$ cat src/inc/dmad_defs.vh
// Constants for the debug memory access data path
// Summary of operation
// A memory bus error ends the access and returns an error to the debug port.
// With sub-word support, byte, halfword and word sizes are all provided.
// Size code 000 is byte, 001 halfword, 010 word; 110 and 111 reserved.
// Codes 011 to 101 are reserved here, since no large data option exists.
// A word-only build keeps the size field fixed, reading back the word code.
// The debugger uses banked windows only with word size selected.
// Byte accesses use the lane chosen by the low two address bits.
// Halfwords use bits 15:0 or 31:16; an aligned word uses all 32 bits.
// Misaligned halfword or word accesses are faulted with an error.
// Lanes are little-endian: lowest address is the least significant byte.
// A debugger facing big-endian memory reorders bytes itself; no swapping here.
// Packed transfers are enabled by writing the packed code to the increment field.
// Packed: one word access, two halfword accesses or four byte accesses.
// The debugger never enables packing with sizes above word.
// Pushed compares run only once the full packed word is assembled.
// In packed mode the address advances by each successful access size.
// Sub-accesses go in ascending address order, each in its own byte lane.
// An error on any sub-access halts the sequence and reports the error.
// A packed read completes only after the whole word is filled.
// Each repeated counter transaction moves one word, split when packing.
// Auto-increment carries only within the low 10 address bits.
// Without packing support the packed code selects no increment, reading 00.
// Window accesses stall as long as the memory bus access takes.
`ifndef DMAD_DEFS_VH
`define DMAD_DEFS_VH

// Register byte offsets
`define DMAD_OFS_CSW 4'h0
`define DMAD_OFS_TAR 4'h4
`define DMAD_OFS_DRW 4'h8

// Control status word fields
`define DMAD_SIZE_LSB 0
`define DMAD_INC_LSB 4
`define DMAD_ERR_BIT 8
`define DMAD_CMP_BIT 9
`define DMAD_BUSY_BIT 10

// Size codes
`define DMAD_SZ_BYTE 3'h0
`define DMAD_SZ_HALF 3'h1
`define DMAD_SZ_WORD 3'h2

// Increment modes
`define DMAD_INC_OFF 2'h0
`define DMAD_INC_SINGLE 2'h1
`define DMAD_INC_PACKED 2'h2

// Pushed compare modes
`define DMAD_CMP_NONE 2'h0
`define DMAD_CMP_EQUAL 2'h1
`define DMAD_CMP_VERIFY 2'h2

// Reset values
`define DMAD_RST_SIZE 3'h2
`define DMAD_RST_INC 2'h0
`define DMAD_RST_TAR 32'h0000_0000

// Guaranteed auto-increment width
`define DMAD_INC_BITS 10

`endif

$ cat src/core/dmad_lane.v
// Byte lane, alignment and step decode for one memory access
`timescale 1ns/10ps
`include "dmad_defs.vh"

module dmad_lane (
   // Access shape
   input wire [2:0] size_i,
   input wire [1:0] lo_i,
   // Decode
   output reg [3:0] be_o,
   output reg mis_o,
   output reg bad_size_o,
   output reg [2:0] step_o
);

   always @* begin
      be_o = 4'h0;
      mis_o = 1'b0;
      bad_size_o = 1'b0;
      step_o = 3'h4;
      case (size_i)
         // Byte lane select
         `DMAD_SZ_BYTE: begin
            be_o = 4'h1 << lo_i;
            step_o = 3'h1;
         end
         // Halfword lane select
         `DMAD_SZ_HALF: begin
            be_o = lo_i[1] ? 4'hc : 4'h3;
            // Odd halfword faults
            mis_o = lo_i[0];
            step_o = 3'h2;
         end
         `DMAD_SZ_WORD: begin
            be_o = 4'hf;
            // Unaligned word faults
            mis_o = (lo_i != 2'h0);
            step_o = 3'h4;
         end
         // Reserved sizes fault
         default: begin
            bad_size_o = 1'b1;
         end
      endcase
   end

endmodule // dmad_lane

$ cat src/core/dmad_core.v
// Debug memory access data path with a Wishbone register slave
`timescale 1ns/10ps
`include "dmad_defs.vh"

module dmad_core #(
   parameter SUB_WORD = 1,
   parameter PACKED = 1,
   parameter INC_BITS = `DMAD_INC_BITS
) (
   // Clock and reset
   input wire clk_i,
   input wire resetn_i,
   // Wishbone register slave
   input wire wb_cyc_i,
   input wire wb_stb_i,
   input wire wb_we_i,
   input wire [3:0] wb_adr_i,
   input wire [3:0] wb_sel_i,
   input wire [31:0] wb_dat_i,
   output wire [31:0] wb_dat_o,
   output wire wb_ack_o,
   // Debug port front end window access
   input wire dp_req_i,
   input wire dp_we_i,
   input wire dp_bank_i,
   input wire [1:0] dp_bank_sel_i,
   input wire [1:0] dp_cmp_mode_i,
   input wire [31:0] dp_wdata_i,
   output wire dp_ready_o,
   output wire dp_done_o,
   output wire dp_err_o,
   output wire [31:0] dp_rdata_o,
   // Memory bus master
   output wire mem_req_o,
   output wire mem_we_o,
   output wire [31:0] mem_addr_o,
   output wire [2:0] mem_size_o,
   output wire [3:0] mem_be_o,
   output wire [31:0] mem_wdata_o,
   input wire mem_ack_i,
   input wire mem_err_i,
   input wire [31:0] mem_rdata_i,
   // Status
   output wire sticky_error_flag_o,
   output wire sticky_compare_flag_o
);

   localparam S_IDLE = 2'h0;
   localparam S_ISSUE = 2'h1;
   localparam S_WAIT = 2'h2;

   // Byte-wise merge under an enable mask
   function [31:0] lane_merge;
      input [31:0] old_v;
      input [31:0] new_v;
      input [3:0] en;
      integer i;
      begin
         lane_merge = old_v;
         for (i = 0; i < 4; i = i + 1) begin
            if (en[i]) begin
               lane_merge[8*i +: 8] = new_v[8*i +: 8];
            end
         end
      end
   endfunction

   // Address increment confined to the low bits
   function [31:0] addr_incr;
      input [31:0] a;
      input [2:0] step;
      reg [31:0] mask;
      reg [31:0] sum;
      begin
         mask = (32'h1 << INC_BITS) - 32'h1;
         sum = a + {29'h0, step};
         addr_incr = (a & ~mask) | (sum & mask);
      end
   endfunction

   reg [1:0] state_r;
   reg [2:0] size_r;
   reg [1:0] inc_r;
   reg [31:0] tar_r;
   reg [31:0] data_r;
   reg [31:0] cmpv_r;
   reg err_flag_r;
   reg cmp_flag_r;
   reg [2:0] left_r;
   reg we_r;
   reg bank_r;
   reg [1:0] bsel_r;
   reg [1:0] cmode_r;
   reg mem_req_r;
   reg [31:0] mem_addr_r;
   reg [2:0] mem_size_r;
   reg [3:0] mem_be_r;
   reg [2:0] step_r;
   reg done_r;
   reg derr_r;
   reg wb_ack_r;
   reg [31:0] wb_dat_r;

   wire [2:0] eff_size;
   wire packed_on;
   wire [31:0] acc_addr;
   wire [3:0] lane_be;
   wire lane_mis;
   wire lane_bad;
   wire [2:0] lane_step;
   wire wb_hit;
   wire wb_wr;
   wire csw_wr;
   wire tar_wr;
   wire [31:0] csw_rd;
   wire [31:0] csw_new;
   wire [31:0] rd_word;
   wire set_err;
   wire set_cmp;
   wire clr_err;
   wire clr_cmp;
   wire last_ok;
   wire [1:0] inc_new;

   // Word-only build fixes the size
   assign eff_size = (SUB_WORD != 0) ? size_r : `DMAD_SZ_WORD;
   // Packed code enables packing
   assign packed_on = (PACKED != 0) && (SUB_WORD != 0) && (inc_r == `DMAD_INC_PACKED);
   assign acc_addr = bank_r ? {tar_r[31:4], bsel_r, 2'h0} : tar_r;

   dmad_lane u_lane (
      .size_i(eff_size),
      .lo_i(acc_addr[1:0]),
      .be_o(lane_be),
      .mis_o(lane_mis),
      .bad_size_o(lane_bad),
      .step_o(lane_step)
   );

   // Wishbone decode
   assign wb_hit = wb_cyc_i && wb_stb_i && !wb_ack_r;
   assign wb_wr = wb_hit && wb_we_i;
   assign csw_wr = wb_wr && (wb_adr_i == `DMAD_OFS_CSW);
   assign tar_wr = wb_wr && (wb_adr_i == `DMAD_OFS_TAR);
   assign csw_new = lane_merge(csw_rd, wb_dat_i, wb_sel_i);
   assign clr_err = csw_wr && wb_sel_i[1] && wb_dat_i[`DMAD_ERR_BIT];
   assign clr_cmp = csw_wr && wb_sel_i[1] && wb_dat_i[`DMAD_CMP_BIT];
   assign csw_rd = {21'h0, (state_r != S_IDLE), cmp_flag_r, err_flag_r, 2'h0, inc_r, 1'b0, eff_size};

   // Packed code falls back to no increment
   assign inc_new = (csw_new[`DMAD_INC_LSB +: 2] == `DMAD_INC_PACKED && (PACKED == 0 || SUB_WORD == 0))
                    ? `DMAD_INC_OFF : csw_new[`DMAD_INC_LSB +: 2];

   // Read data lands in its own lane
   assign rd_word = lane_merge(data_r, mem_rdata_i, mem_be_r);
   assign last_ok = (state_r == S_WAIT) && !mem_err_i && mem_ack_i && (left_r == 3'h1);

   // Errors from faults or the bus
   assign set_err = ((state_r == S_ISSUE) && (lane_mis || lane_bad)) || ((state_r == S_WAIT) && mem_err_i);

   // Compare only on the full word
   assign set_cmp = last_ok && !we_r &&
                    (((cmode_r == `DMAD_CMP_EQUAL) && (rd_word == cmpv_r)) ||
                     ((cmode_r == `DMAD_CMP_VERIFY) && (rd_word != cmpv_r)));

   // Transfer state machine
   always @(posedge clk_i) begin
      if (!resetn_i) begin
         state_r <= S_IDLE;
         tar_r <= `DMAD_RST_TAR;
         data_r <= 32'h0;
         cmpv_r <= 32'h0;
         left_r <= 3'h0;
         we_r <= 1'b0;
         bank_r <= 1'b0;
         bsel_r <= 2'h0;
         cmode_r <= `DMAD_CMP_NONE;
         mem_req_r <= 1'b0;
         mem_addr_r <= 32'h0;
         mem_size_r <= `DMAD_SZ_WORD;
         mem_be_r <= 4'h0;
         step_r <= 3'h0;
         done_r <= 1'b0;
         derr_r <= 1'b0;
      end else begin
         done_r <= 1'b0;
         derr_r <= 1'b0;
         case (state_r)
            S_IDLE: begin
               if (dp_req_i) begin
                  we_r <= dp_we_i;
                  bank_r <= dp_bank_i;
                  bsel_r <= dp_bank_sel_i;
                  cmode_r <= dp_cmp_mode_i;
                  cmpv_r <= dp_wdata_i;
                  if (dp_we_i) begin
                     data_r <= dp_wdata_i;
                  end
                  // Sub-access count per word
                  if (packed_on && !dp_bank_i && eff_size == `DMAD_SZ_BYTE) begin
                     left_r <= 3'h4;
                  end else if (packed_on && !dp_bank_i && eff_size == `DMAD_SZ_HALF) begin
                     left_r <= 3'h2;
                  end else begin
                     left_r <= 3'h1;
                  end
                  state_r <= S_ISSUE;
               end
            end
            S_ISSUE: begin
               if (lane_mis || lane_bad) begin
                  done_r <= 1'b1;
                  derr_r <= 1'b1;
                  state_r <= S_IDLE;
               end else begin
                  mem_req_r <= 1'b1;
                  mem_addr_r <= acc_addr;
                  mem_size_r <= eff_size;
                  mem_be_r <= lane_be;
                  step_r <= lane_step;
                  state_r <= S_WAIT;
               end
            end
            // Hold until the bus answers
            S_WAIT: begin
               if (mem_err_i) begin
                  // Halt the sequence
                  mem_req_r <= 1'b0;
                  done_r <= 1'b1;
                  derr_r <= 1'b1;
                  state_r <= S_IDLE;
               end else if (mem_ack_i) begin
                  mem_req_r <= 1'b0;
                  if (!we_r) begin
                     data_r <= rd_word;
                  end
                  // Advance after success
                  if (!bank_r && (inc_r == `DMAD_INC_SINGLE || packed_on)) begin
                     tar_r <= addr_incr(tar_r, step_r);
                  end
                  left_r <= left_r - 3'h1;
                  // Finish only on the last piece
                  if (left_r == 3'h1) begin
                     done_r <= 1'b1;
                     state_r <= S_IDLE;
                  end else begin
                     state_r <= S_ISSUE;
                  end
               end
            end
            default: begin
               state_r <= S_IDLE;
            end
         endcase
         if (tar_wr) begin
            tar_r <= lane_merge(tar_r, wb_dat_i, wb_sel_i);
         end
      end
   end

   // Control fields and sticky flags
   always @(posedge clk_i) begin
      if (!resetn_i) begin
         size_r <= `DMAD_RST_SIZE;
         inc_r <= `DMAD_RST_INC;
         err_flag_r <= 1'b0;
         cmp_flag_r <= 1'b0;
      end else begin
         if (csw_wr) begin
            // Size writable only with sub-word support
            if (SUB_WORD != 0) begin
               size_r <= csw_new[`DMAD_SIZE_LSB +: 3];
            end
            inc_r <= inc_new;
         end
         err_flag_r <= set_err | (err_flag_r & ~clr_err);
         cmp_flag_r <= set_cmp | (cmp_flag_r & ~clr_cmp);
      end
   end

   // Wishbone answer
   always @(posedge clk_i) begin
      if (!resetn_i) begin
         wb_ack_r <= 1'b0;
         wb_dat_r <= 32'h0;
      end else begin
         wb_ack_r <= wb_hit;
         if (wb_hit && !wb_we_i) begin
            case (wb_adr_i)
               `DMAD_OFS_CSW: wb_dat_r <= csw_rd;
               `DMAD_OFS_TAR: wb_dat_r <= tar_r;
               `DMAD_OFS_DRW: wb_dat_r <= data_r;
               default: wb_dat_r <= 32'h0;
            endcase
         end
      end
   end

   assign wb_ack_o = wb_ack_r;
   assign wb_dat_o = wb_dat_r;
   assign dp_ready_o = (state_r == S_IDLE);
   assign dp_done_o = done_r;
   assign dp_err_o = derr_r;
   // Little-endian window, no swapping
   assign dp_rdata_o = data_r;
   assign mem_req_o = mem_req_r;
   assign mem_we_o = we_r;
   assign mem_addr_o = mem_addr_r;
   assign mem_size_o = mem_size_r;
   assign mem_be_o = mem_be_r;
   assign mem_wdata_o = data_r;
   assign sticky_error_flag_o = err_flag_r;
   assign sticky_compare_flag_o = cmp_flag_r;

endmodule // dmad_core

$ cat config.mk
export PLATFORM = sky130hd
export DESIGN_NAME = dmad_core
export DESIGN_NICKNAME = d
export VERILOG_FILES = /design/src/core/dmad_lane.v /design/src/core/dmad_core.v
export VERILOG_INCLUDE_DIRS = /design/src /design/src/inc
export SDC_FILE = /design/constraint.sdc
export NUM_CORES = 1
export LEC_CHECK = 0
export BUFFER_PORTS_ARGS = -buffer_cell sky130_fd_sc_hd__buf_2
export CORE_MARGIN = 5
export CORE_UTILIZATION = 23
export DETAILED_ROUTE_END_ITERATION = 8
export PLACE_DENSITY = 0.41
export SETUP_SLACK_MARGIN = 0.02
export SLEW_MARGIN = 20
export SYNTH_ARGS = -nofsm -noshare
export SYNTH_HDL_FRONTEND = slang
export SYNTH_HIERARCHICAL = 1
export SYNTH_SLANG_ARGS = --single-unit
$ cat constraint.sdc
create_clock -name clk_i -period 2 [get_ports clk_i]
set_clock_uncertainty 0.15 [all_clocks]
set_input_delay 0.3 -clock clk_i [delete_from_list [all_inputs] [get_ports clk_i]]
set_output_delay 0.3 -clock clk_i [all_outputs]
set_load 0.02 [all_outputs]
-- Yosys cells after proc, flatten, opt, wreduce, memory -nomap -nowiden
Index checks and enable logic that the tools add are counted.
- input port bits: 118
- output and inout bits: 143
- register bits: 192
- shift-type cells: 1
- bitwise operators: 8
- eq/ne operators: 25
- reduce and logical (&&, ||, !) cells: 54
- mux-type cells: 49
- add/sub/neg operators: 2
- operator list (operator ; number):
    32-bit two-way mux ; 10
    32-bit one-hot mux with 3 select lines ; 1
    8-bit two-way mux ; 8
    32-bit one-hot mux with 2 select lines ; 1
    32-bit == test ; 1
    32-bit inequality test ; 1
    32-bit by 10-bit bitwise OR with 32-bit output ; 1
    1-bit logical AND ; 22
    2-bit inequality test, second input constant ; 10
    5-bit AND reduction ; 4
    2-bit nonzero test ; 7
    3-bit two-way mux ; 4
    3-bit one-hot mux with 2 select lines ; 2
    4-bit one-hot mux with 3 select lines ; 1
    10-bit by 3-bit adder with 10-bit output ; 1
    1-bit two-way mux ; 10
    2-bit two-way mux ; 5
    4-bit two-way mux ; 2
    1-bit one-hot mux with 2 select lines ; 4
    2-bit AND reduction ; 4
    2-bit by 1-bit == test with 1-bit output, second input constant ; 3
    2-bit == test, second input constant ; 3
    3-bit by 1-bit == test with 1-bit output, second input constant ; 2
    1-bit zero test ; 6
    19 further kinds ; 26

-- Longest topological paths before layout
- depth after elaboration: 9
- gate-level depth with buffers: 11

-- Cells and area by module
The synthesis kept the hierarchy.
- by module, submodules not included (module ; sequential area each (µm²) ; cells each ; area an instance (µm²) ; times used):
    dmad_core ; 3843.7 ; 1089 ; 8794.7 ; 1
    dmad_lane ; 0.0 ; 20 ; 100.1 ; 1

-- Worst setup path after synthesis
OpenSTA, ideal clock, no wires.
- kind: reg-to-reg
- start: register state_r[0]
- end: register data_r[0], in the netlist dp_rdata_o[0]
- stages on the path, launching flop included: 10
- required time: 1734 ps
- path slack: -126 ps
- setup time: 116 ps
- path buffers: 1
- clock period less this slack: 2126 ps
- arrival time: 1860 ps
- cell sequence: dfxtp_1 > inv_1 > ha_1 > inv_1 > nor2_1 > o21ai_1 > nor2_2 > clkbuf_1 > nand2_1 > o211a_1
- word-level cells in the longest chain between the ends: 3
- elaborated cells between the ends (all ways): 10
- ends and longest elaborated chain (what ; line ; source):
    start, declared ; dmad_core.v:81 ; reg [1:0] state_r;
    start signal, assigned ; dmad_core.v:169 ; state_r <= S_IDLE;
    start signal, assigned ; dmad_core.v:207 ; state_r <= S_ISSUE;
    start signal, assigned ; dmad_core.v:214 ; state_r <= S_IDLE;
    2-bit zero test (*) ; - ;
    net dp_ready_o ; dmad_core.v:29 ; output wire dp_ready_o,
    2-bit inequality test (no line) / 2-bit nonzero test (equally long branches) ; - ;
    6-bit AND reduction (no line) ; - ;
    end signal, assigned ; dmad_core.v:197 ; data_r <= dp_wdata_i;
    end signal, assigned ; dmad_core.v:235 ; data_r <= rd_word;
    end, declared ; dmad_core.v:85 ; reg [31:0] data_r;
Mark *: on every way through the listed nets, which the timed path passes. The rest lies on a longest branch.
A chain may end at the register's enable or synchronous reset.

-- Worst setup path after layout
- start: register mem_be_r[1], in the netlist mem_be_o[1]
- end: register cmp_flag_r, in the netlist sticky_compare_flag_o
- word-level cells in the longest chain between the ends: 6
- elaborated cells between the ends (all ways): 8
- ends and longest elaborated chain (what ; line ; source):
    start, declared ; dmad_core.v:97 ; reg [3:0] mem_be_r;
    start signal, assigned ; dmad_core.v:219 ; mem_be_r <= lane_be;
    8-bit two-way mux (*) ; dmad_core.v:61 ; if (en[i]) begin
    32-bit == test / 32-bit inequality test (equally long branches) ; dmad_core.v:163, dmad_core.v:164 ;
    1-bit logical AND, on equally long branches ; dmad_core.v:163, dmad_core.v:164 ;
    1-bit logical OR (*) ; dmad_core.v:163 ; (((cmode_r == `DMAD_CMP_EQUAL) && (rd_word == cmpv_r)) ||
    1-bit logical AND (*) ; dmad_core.v:162 ; assign set_cmp = last_ok && !we_r &&
    1-bit bitwise OR (*) ; dmad_core.v:277 ; cmp_flag_r <= set_cmp | (cmp_flag_r & ~clr_cmp);
    end signal, assigned ; dmad_core.v:277 ;
    end, declared ; dmad_core.v:88 ; reg cmp_flag_r;
Every way passes the cells marked *; elsewhere a longest branch is shown, timed or not.

==> reports/results.tsv <==
stage	metric	value	unit
run	max_cap viols	0	
placement	Routability Congestion	0.819	
synth	most area-hungry cell type in the Yosys netlist	dfxtp_1	
timing	Rel. slew slack	65.1	%
synth	largest cells by area after synthesis	dfxtp_1 43%, nand2_1 10%, a21oi_1 8.6%	
synth	Post-Synthesis Mean Instance Area	8.02	um2
cts	H-tree Lvls	4	
die	row count	72	
cells_and_area	area grow syn2layout	50.7	%
global_routing	antenna violations before repair	6	
timing	unrepaired setup endpoints after global routing	true	
route	routed length per instance	19.8	um
hold_path	min-delay worst type	in2reg	
run_status	status	finished, violations left	
synth	top_reg_cell synth	dfxtp_1	
setup_path	CP Class	reg2reg	
synth	most frequent cell after synthesis	nand2_1	
die	Initial Utilization	23.1	%
cells_and_area	share of layout cells above drive strength 1	34.7	%
cells_and_area	final net count	1605	
global_routing	vias in the first global route	9159	
cells_and_area	Fill cells	4052	
route	DR vias	9327	
cts	Root Driver	clkbuf_16	
timing	min Tclk post-route	2.15	ns
cts	CTS sink cnt	192	
placement	placed insts	1890	
synth	Synth Warn #	6	
synth	post-synth top area share	43.2	%
synth	Async SR Flop Fraction	0	%
synth	number of flops mapped to enable cells by yosys	0	
route	drt total wl	39800	um
route	DR iter-0 viols	550	
die	Die Area	0.0427	mm2
power	Pwr Total	12.8	mW
power	leakage power total	5.77	nW
synth	Mapped Cells	1109	
power	peak supply drop	0.000621	V
setup_path	worst path cell trace	buf_12 > mux2i_2 > xor2_1 > nand4_1 > nor4_4 > a21oi_2 > nand3b_1	
route	DRC	0	
route	DRT antenna net count	0	
setup_path	CP bufs+invs	1	
timing	final period utilization	107	%
global_routing	GRT Util Overall	17.9	%
route	met3 WL post-DR	2060	um
die	die span in y	207	um
cts	CTS buffer count	17	
global_routing	global-route wire length before repair	57400	um
cts	CTS tree	done	
synth	post-synth cell types	58	
route	metal2 WL	18800	um
setup_path	CP endpoint kind	flip-flop	
synth	sequential area share after synthesis	43.2	%
global_routing	gr ovfl total	0	
timing	Finish-stage setup viols	1	
die	Die Span X	207	um
synth	Synth Net Count	1238	
timing	FMAX	465	MHz
placement	post-DP HPWL	28900	um
setup_path	kind of cell adding the most delay to the critical path	simple AND/OR/NAND/NOR gates	
setup_path	worst-path fanout max	9	
die	core footprint	0.0385	mm2
timing	final-report max-slew violation count	0	
die	Top Ports	261	
cts	Max Buffers Root-to-Sink	2	
timing	setup ws final	-0.149	ns
route	DR top layer	met5	
synth	Yosys reg bits	192	
placement	input/output buffers	260	
placement	pre-CTS setup slack	-0.344	ns
setup_path	CP arrival	2.32	ns
power	pwr dens	952	mW/mm2
cells_and_area	Non-Filler Instances	2008	
setup_path	Worst path max stage delay	0.37	ns
run_status	failing checks	negative setup slack	
timing	worst slew pin tran	0.517	ns
route	M1 wire length	18200	um
synth	most frequent cells after synthesis	245 x nand2_1, 192 x dfxtp_1, 153 x a21oi_1	
route	drt pass-1 iters	5	
route	Via density	4.64	
setup_path	slowest stage cell, crit path	dfxtp_4	
cts	CTS clk-pin slew, worst paths	0.07	ns
synth	Mapped Area	0.00889	mm2
global_routing	pin count of the biggest net entering global routing	58	
timing	final count of hold timing violations	0	
setup_path	Critical Path RT	2.18	ns
cts	Clock Latency Late Sink	0.44	ns
setup_path	critical path startpoint category	flip-flop	
## flip-flops by register name, summed over array words and instances, names as in the netlist, 2 cells and up
signal,cells
inc_r,2
cmode_r,2
eff_size,3
mem_size_o,3
state_r,2
bsel_r,2
tar_r,32
mem_be_o,4
step_r,3
left_r,3
cmpv_r,32
wb_dat_o,32
mem_addr_o,32
dp_rdata_o,32
## cell usage in the layout (no fill, tap or decap), types with 4 or more instances in the layout
cell type,Yosys,final
buf_12,0,20
nor2_4,0,4
nand2_2,0,7
nor3_1,4,4
nand4_1,9,9
nand2_1,245,232
nand2_4,0,6
buf_6,0,10
xor2_2,0,5
nor2_1,100,94
ha_4,0,4
a21oi_2,0,11
nand3_1,34,33
buf_2,10,260
dfxtp_1,192,182
mux2i_1,38,27
o22ai_1,31,31
a211oi_1,6,4
o211a_1,30,30
mux2i_2,0,5
dfxtp_2,0,6
a21oi_1,153,142
a22oi_1,27,25
clkbuf_16,0,20
dfxtp_4,0,4
dlygate4sd3_1,0,64
xor2_1,32,27
o21ai_0,8,6
mux2i_4,0,6
a222oi_1,8,8
inv_1,13,10
buf_4,33,95
ha_1,10,6
o21a_1,6,5
## worst paths after layout
check                             start  slack [ns]                                to  depth (start not counted)
max            mem_be_o[1]$_SDFFE_PN0P_       -0.15  sticky_compare_flag_o$_SDFF_PN0_                          7
min                         wb_dat_i[1]        0.02          eff_size[1]$_SDFFE_PN1P_                          3
max reg2reg    mem_be_o[1]$_SDFFE_PN0P_       -0.15  sticky_compare_flag_o$_SDFF_PN0_                          7
min reg2reg  mem_addr_o[6]$_SDFFE_PN0P_        0.30        mem_addr_o[6]$_SDFFE_PN0P_                          2
## kinds of logic (layout without fill, tap and decap cells)
| group | Yosys count | after routing | synth area share, % |
|---|---|---|---|
| DFF | 192 | 192 | 43.2 |
| xor gates and xnor gates | 32 | 32 | 3.15 |
| other | 0 | 1 | 0 |
| muxes | 39 | 39 | 4.44 |
| buffers and inverters | 120 | 500 | 6.60 |
| and+or+nand+nor | 424 | 424 | 20.2 |
| adders and majority gates | 11 | 11 | 1.63 |
| AOI/OAI and AO/OA | 291 | 291 | 20.8 |
## power by group
part / leakage (nW) / internal (mW) / switching, mW
clock: 0.276 / 1.89 / 1.62
sequential: 1.57 / 4.16 / 0.251
combinational: 3.93 / 2.02 / 2.82
total: 5.77 / 8.08 / 4.69
## worst register-to-register path, cell delays in order (launching register included)
cell and delay [ns]:
dfxtp_4 0.37, buf_12 0.13, mux2i_2 0.25, xor2_1 0.34, nand4_1 0.22, nor4_4 0.35, a21oi_2 0.09, nand3b_1 0.15
## per-layer routing
layer	vias to the layer above	track usage (%)
met5	-	0
met4	10	4.40
met3	36	3.87
met2	224	29.3
met1	4512	24.2
li1	4545	-
## repair_timing
item                                    4_1_cts  5_1_grt
endpoints found under the setup margin       71      104
endpoints found under the hold margin        65        0
hold buffers                                 64        0
gates resized for setup                      62       74
buffers inserted                             13        8
cloned                                        2        3
pin swaps                                    21       19
## layout make-up
class                   count  area, um2  share of cell area, %
multi-input cells         797       4950                   36.9
flip-flops and latches    192       3870                   28.8
repair buffers            454       3300                   24.6
well taps                 518        648                   4.83
clock buffers              21        450                   3.36
clock inverters            11        130                  0.971
inverters                  14       60.1                  0.448
diodes                      1       2.50                 0.0187
## stage by stage
step / utilization, % / cell area (um2) / TNS [ns] / hold slack (ns)
2_1_floorplan: - / 8910 / -0.843 / 0.286
3_3_place_gp: 29.5 / 11400 / -1.21 / 0.294
3_5_place_dp: 29.5 / 11400 / -2.48 / 0.294
4_1_cts: 33.8 / 13000 / -0.118 / 0.00519
5_1_grt: 34.8 / 13400 / -1.33 / 0.0413
6_report: 34.8 / 13400 / -0.149 / 0.0228
No activity file was read; power rests on OpenSTA's default activity.
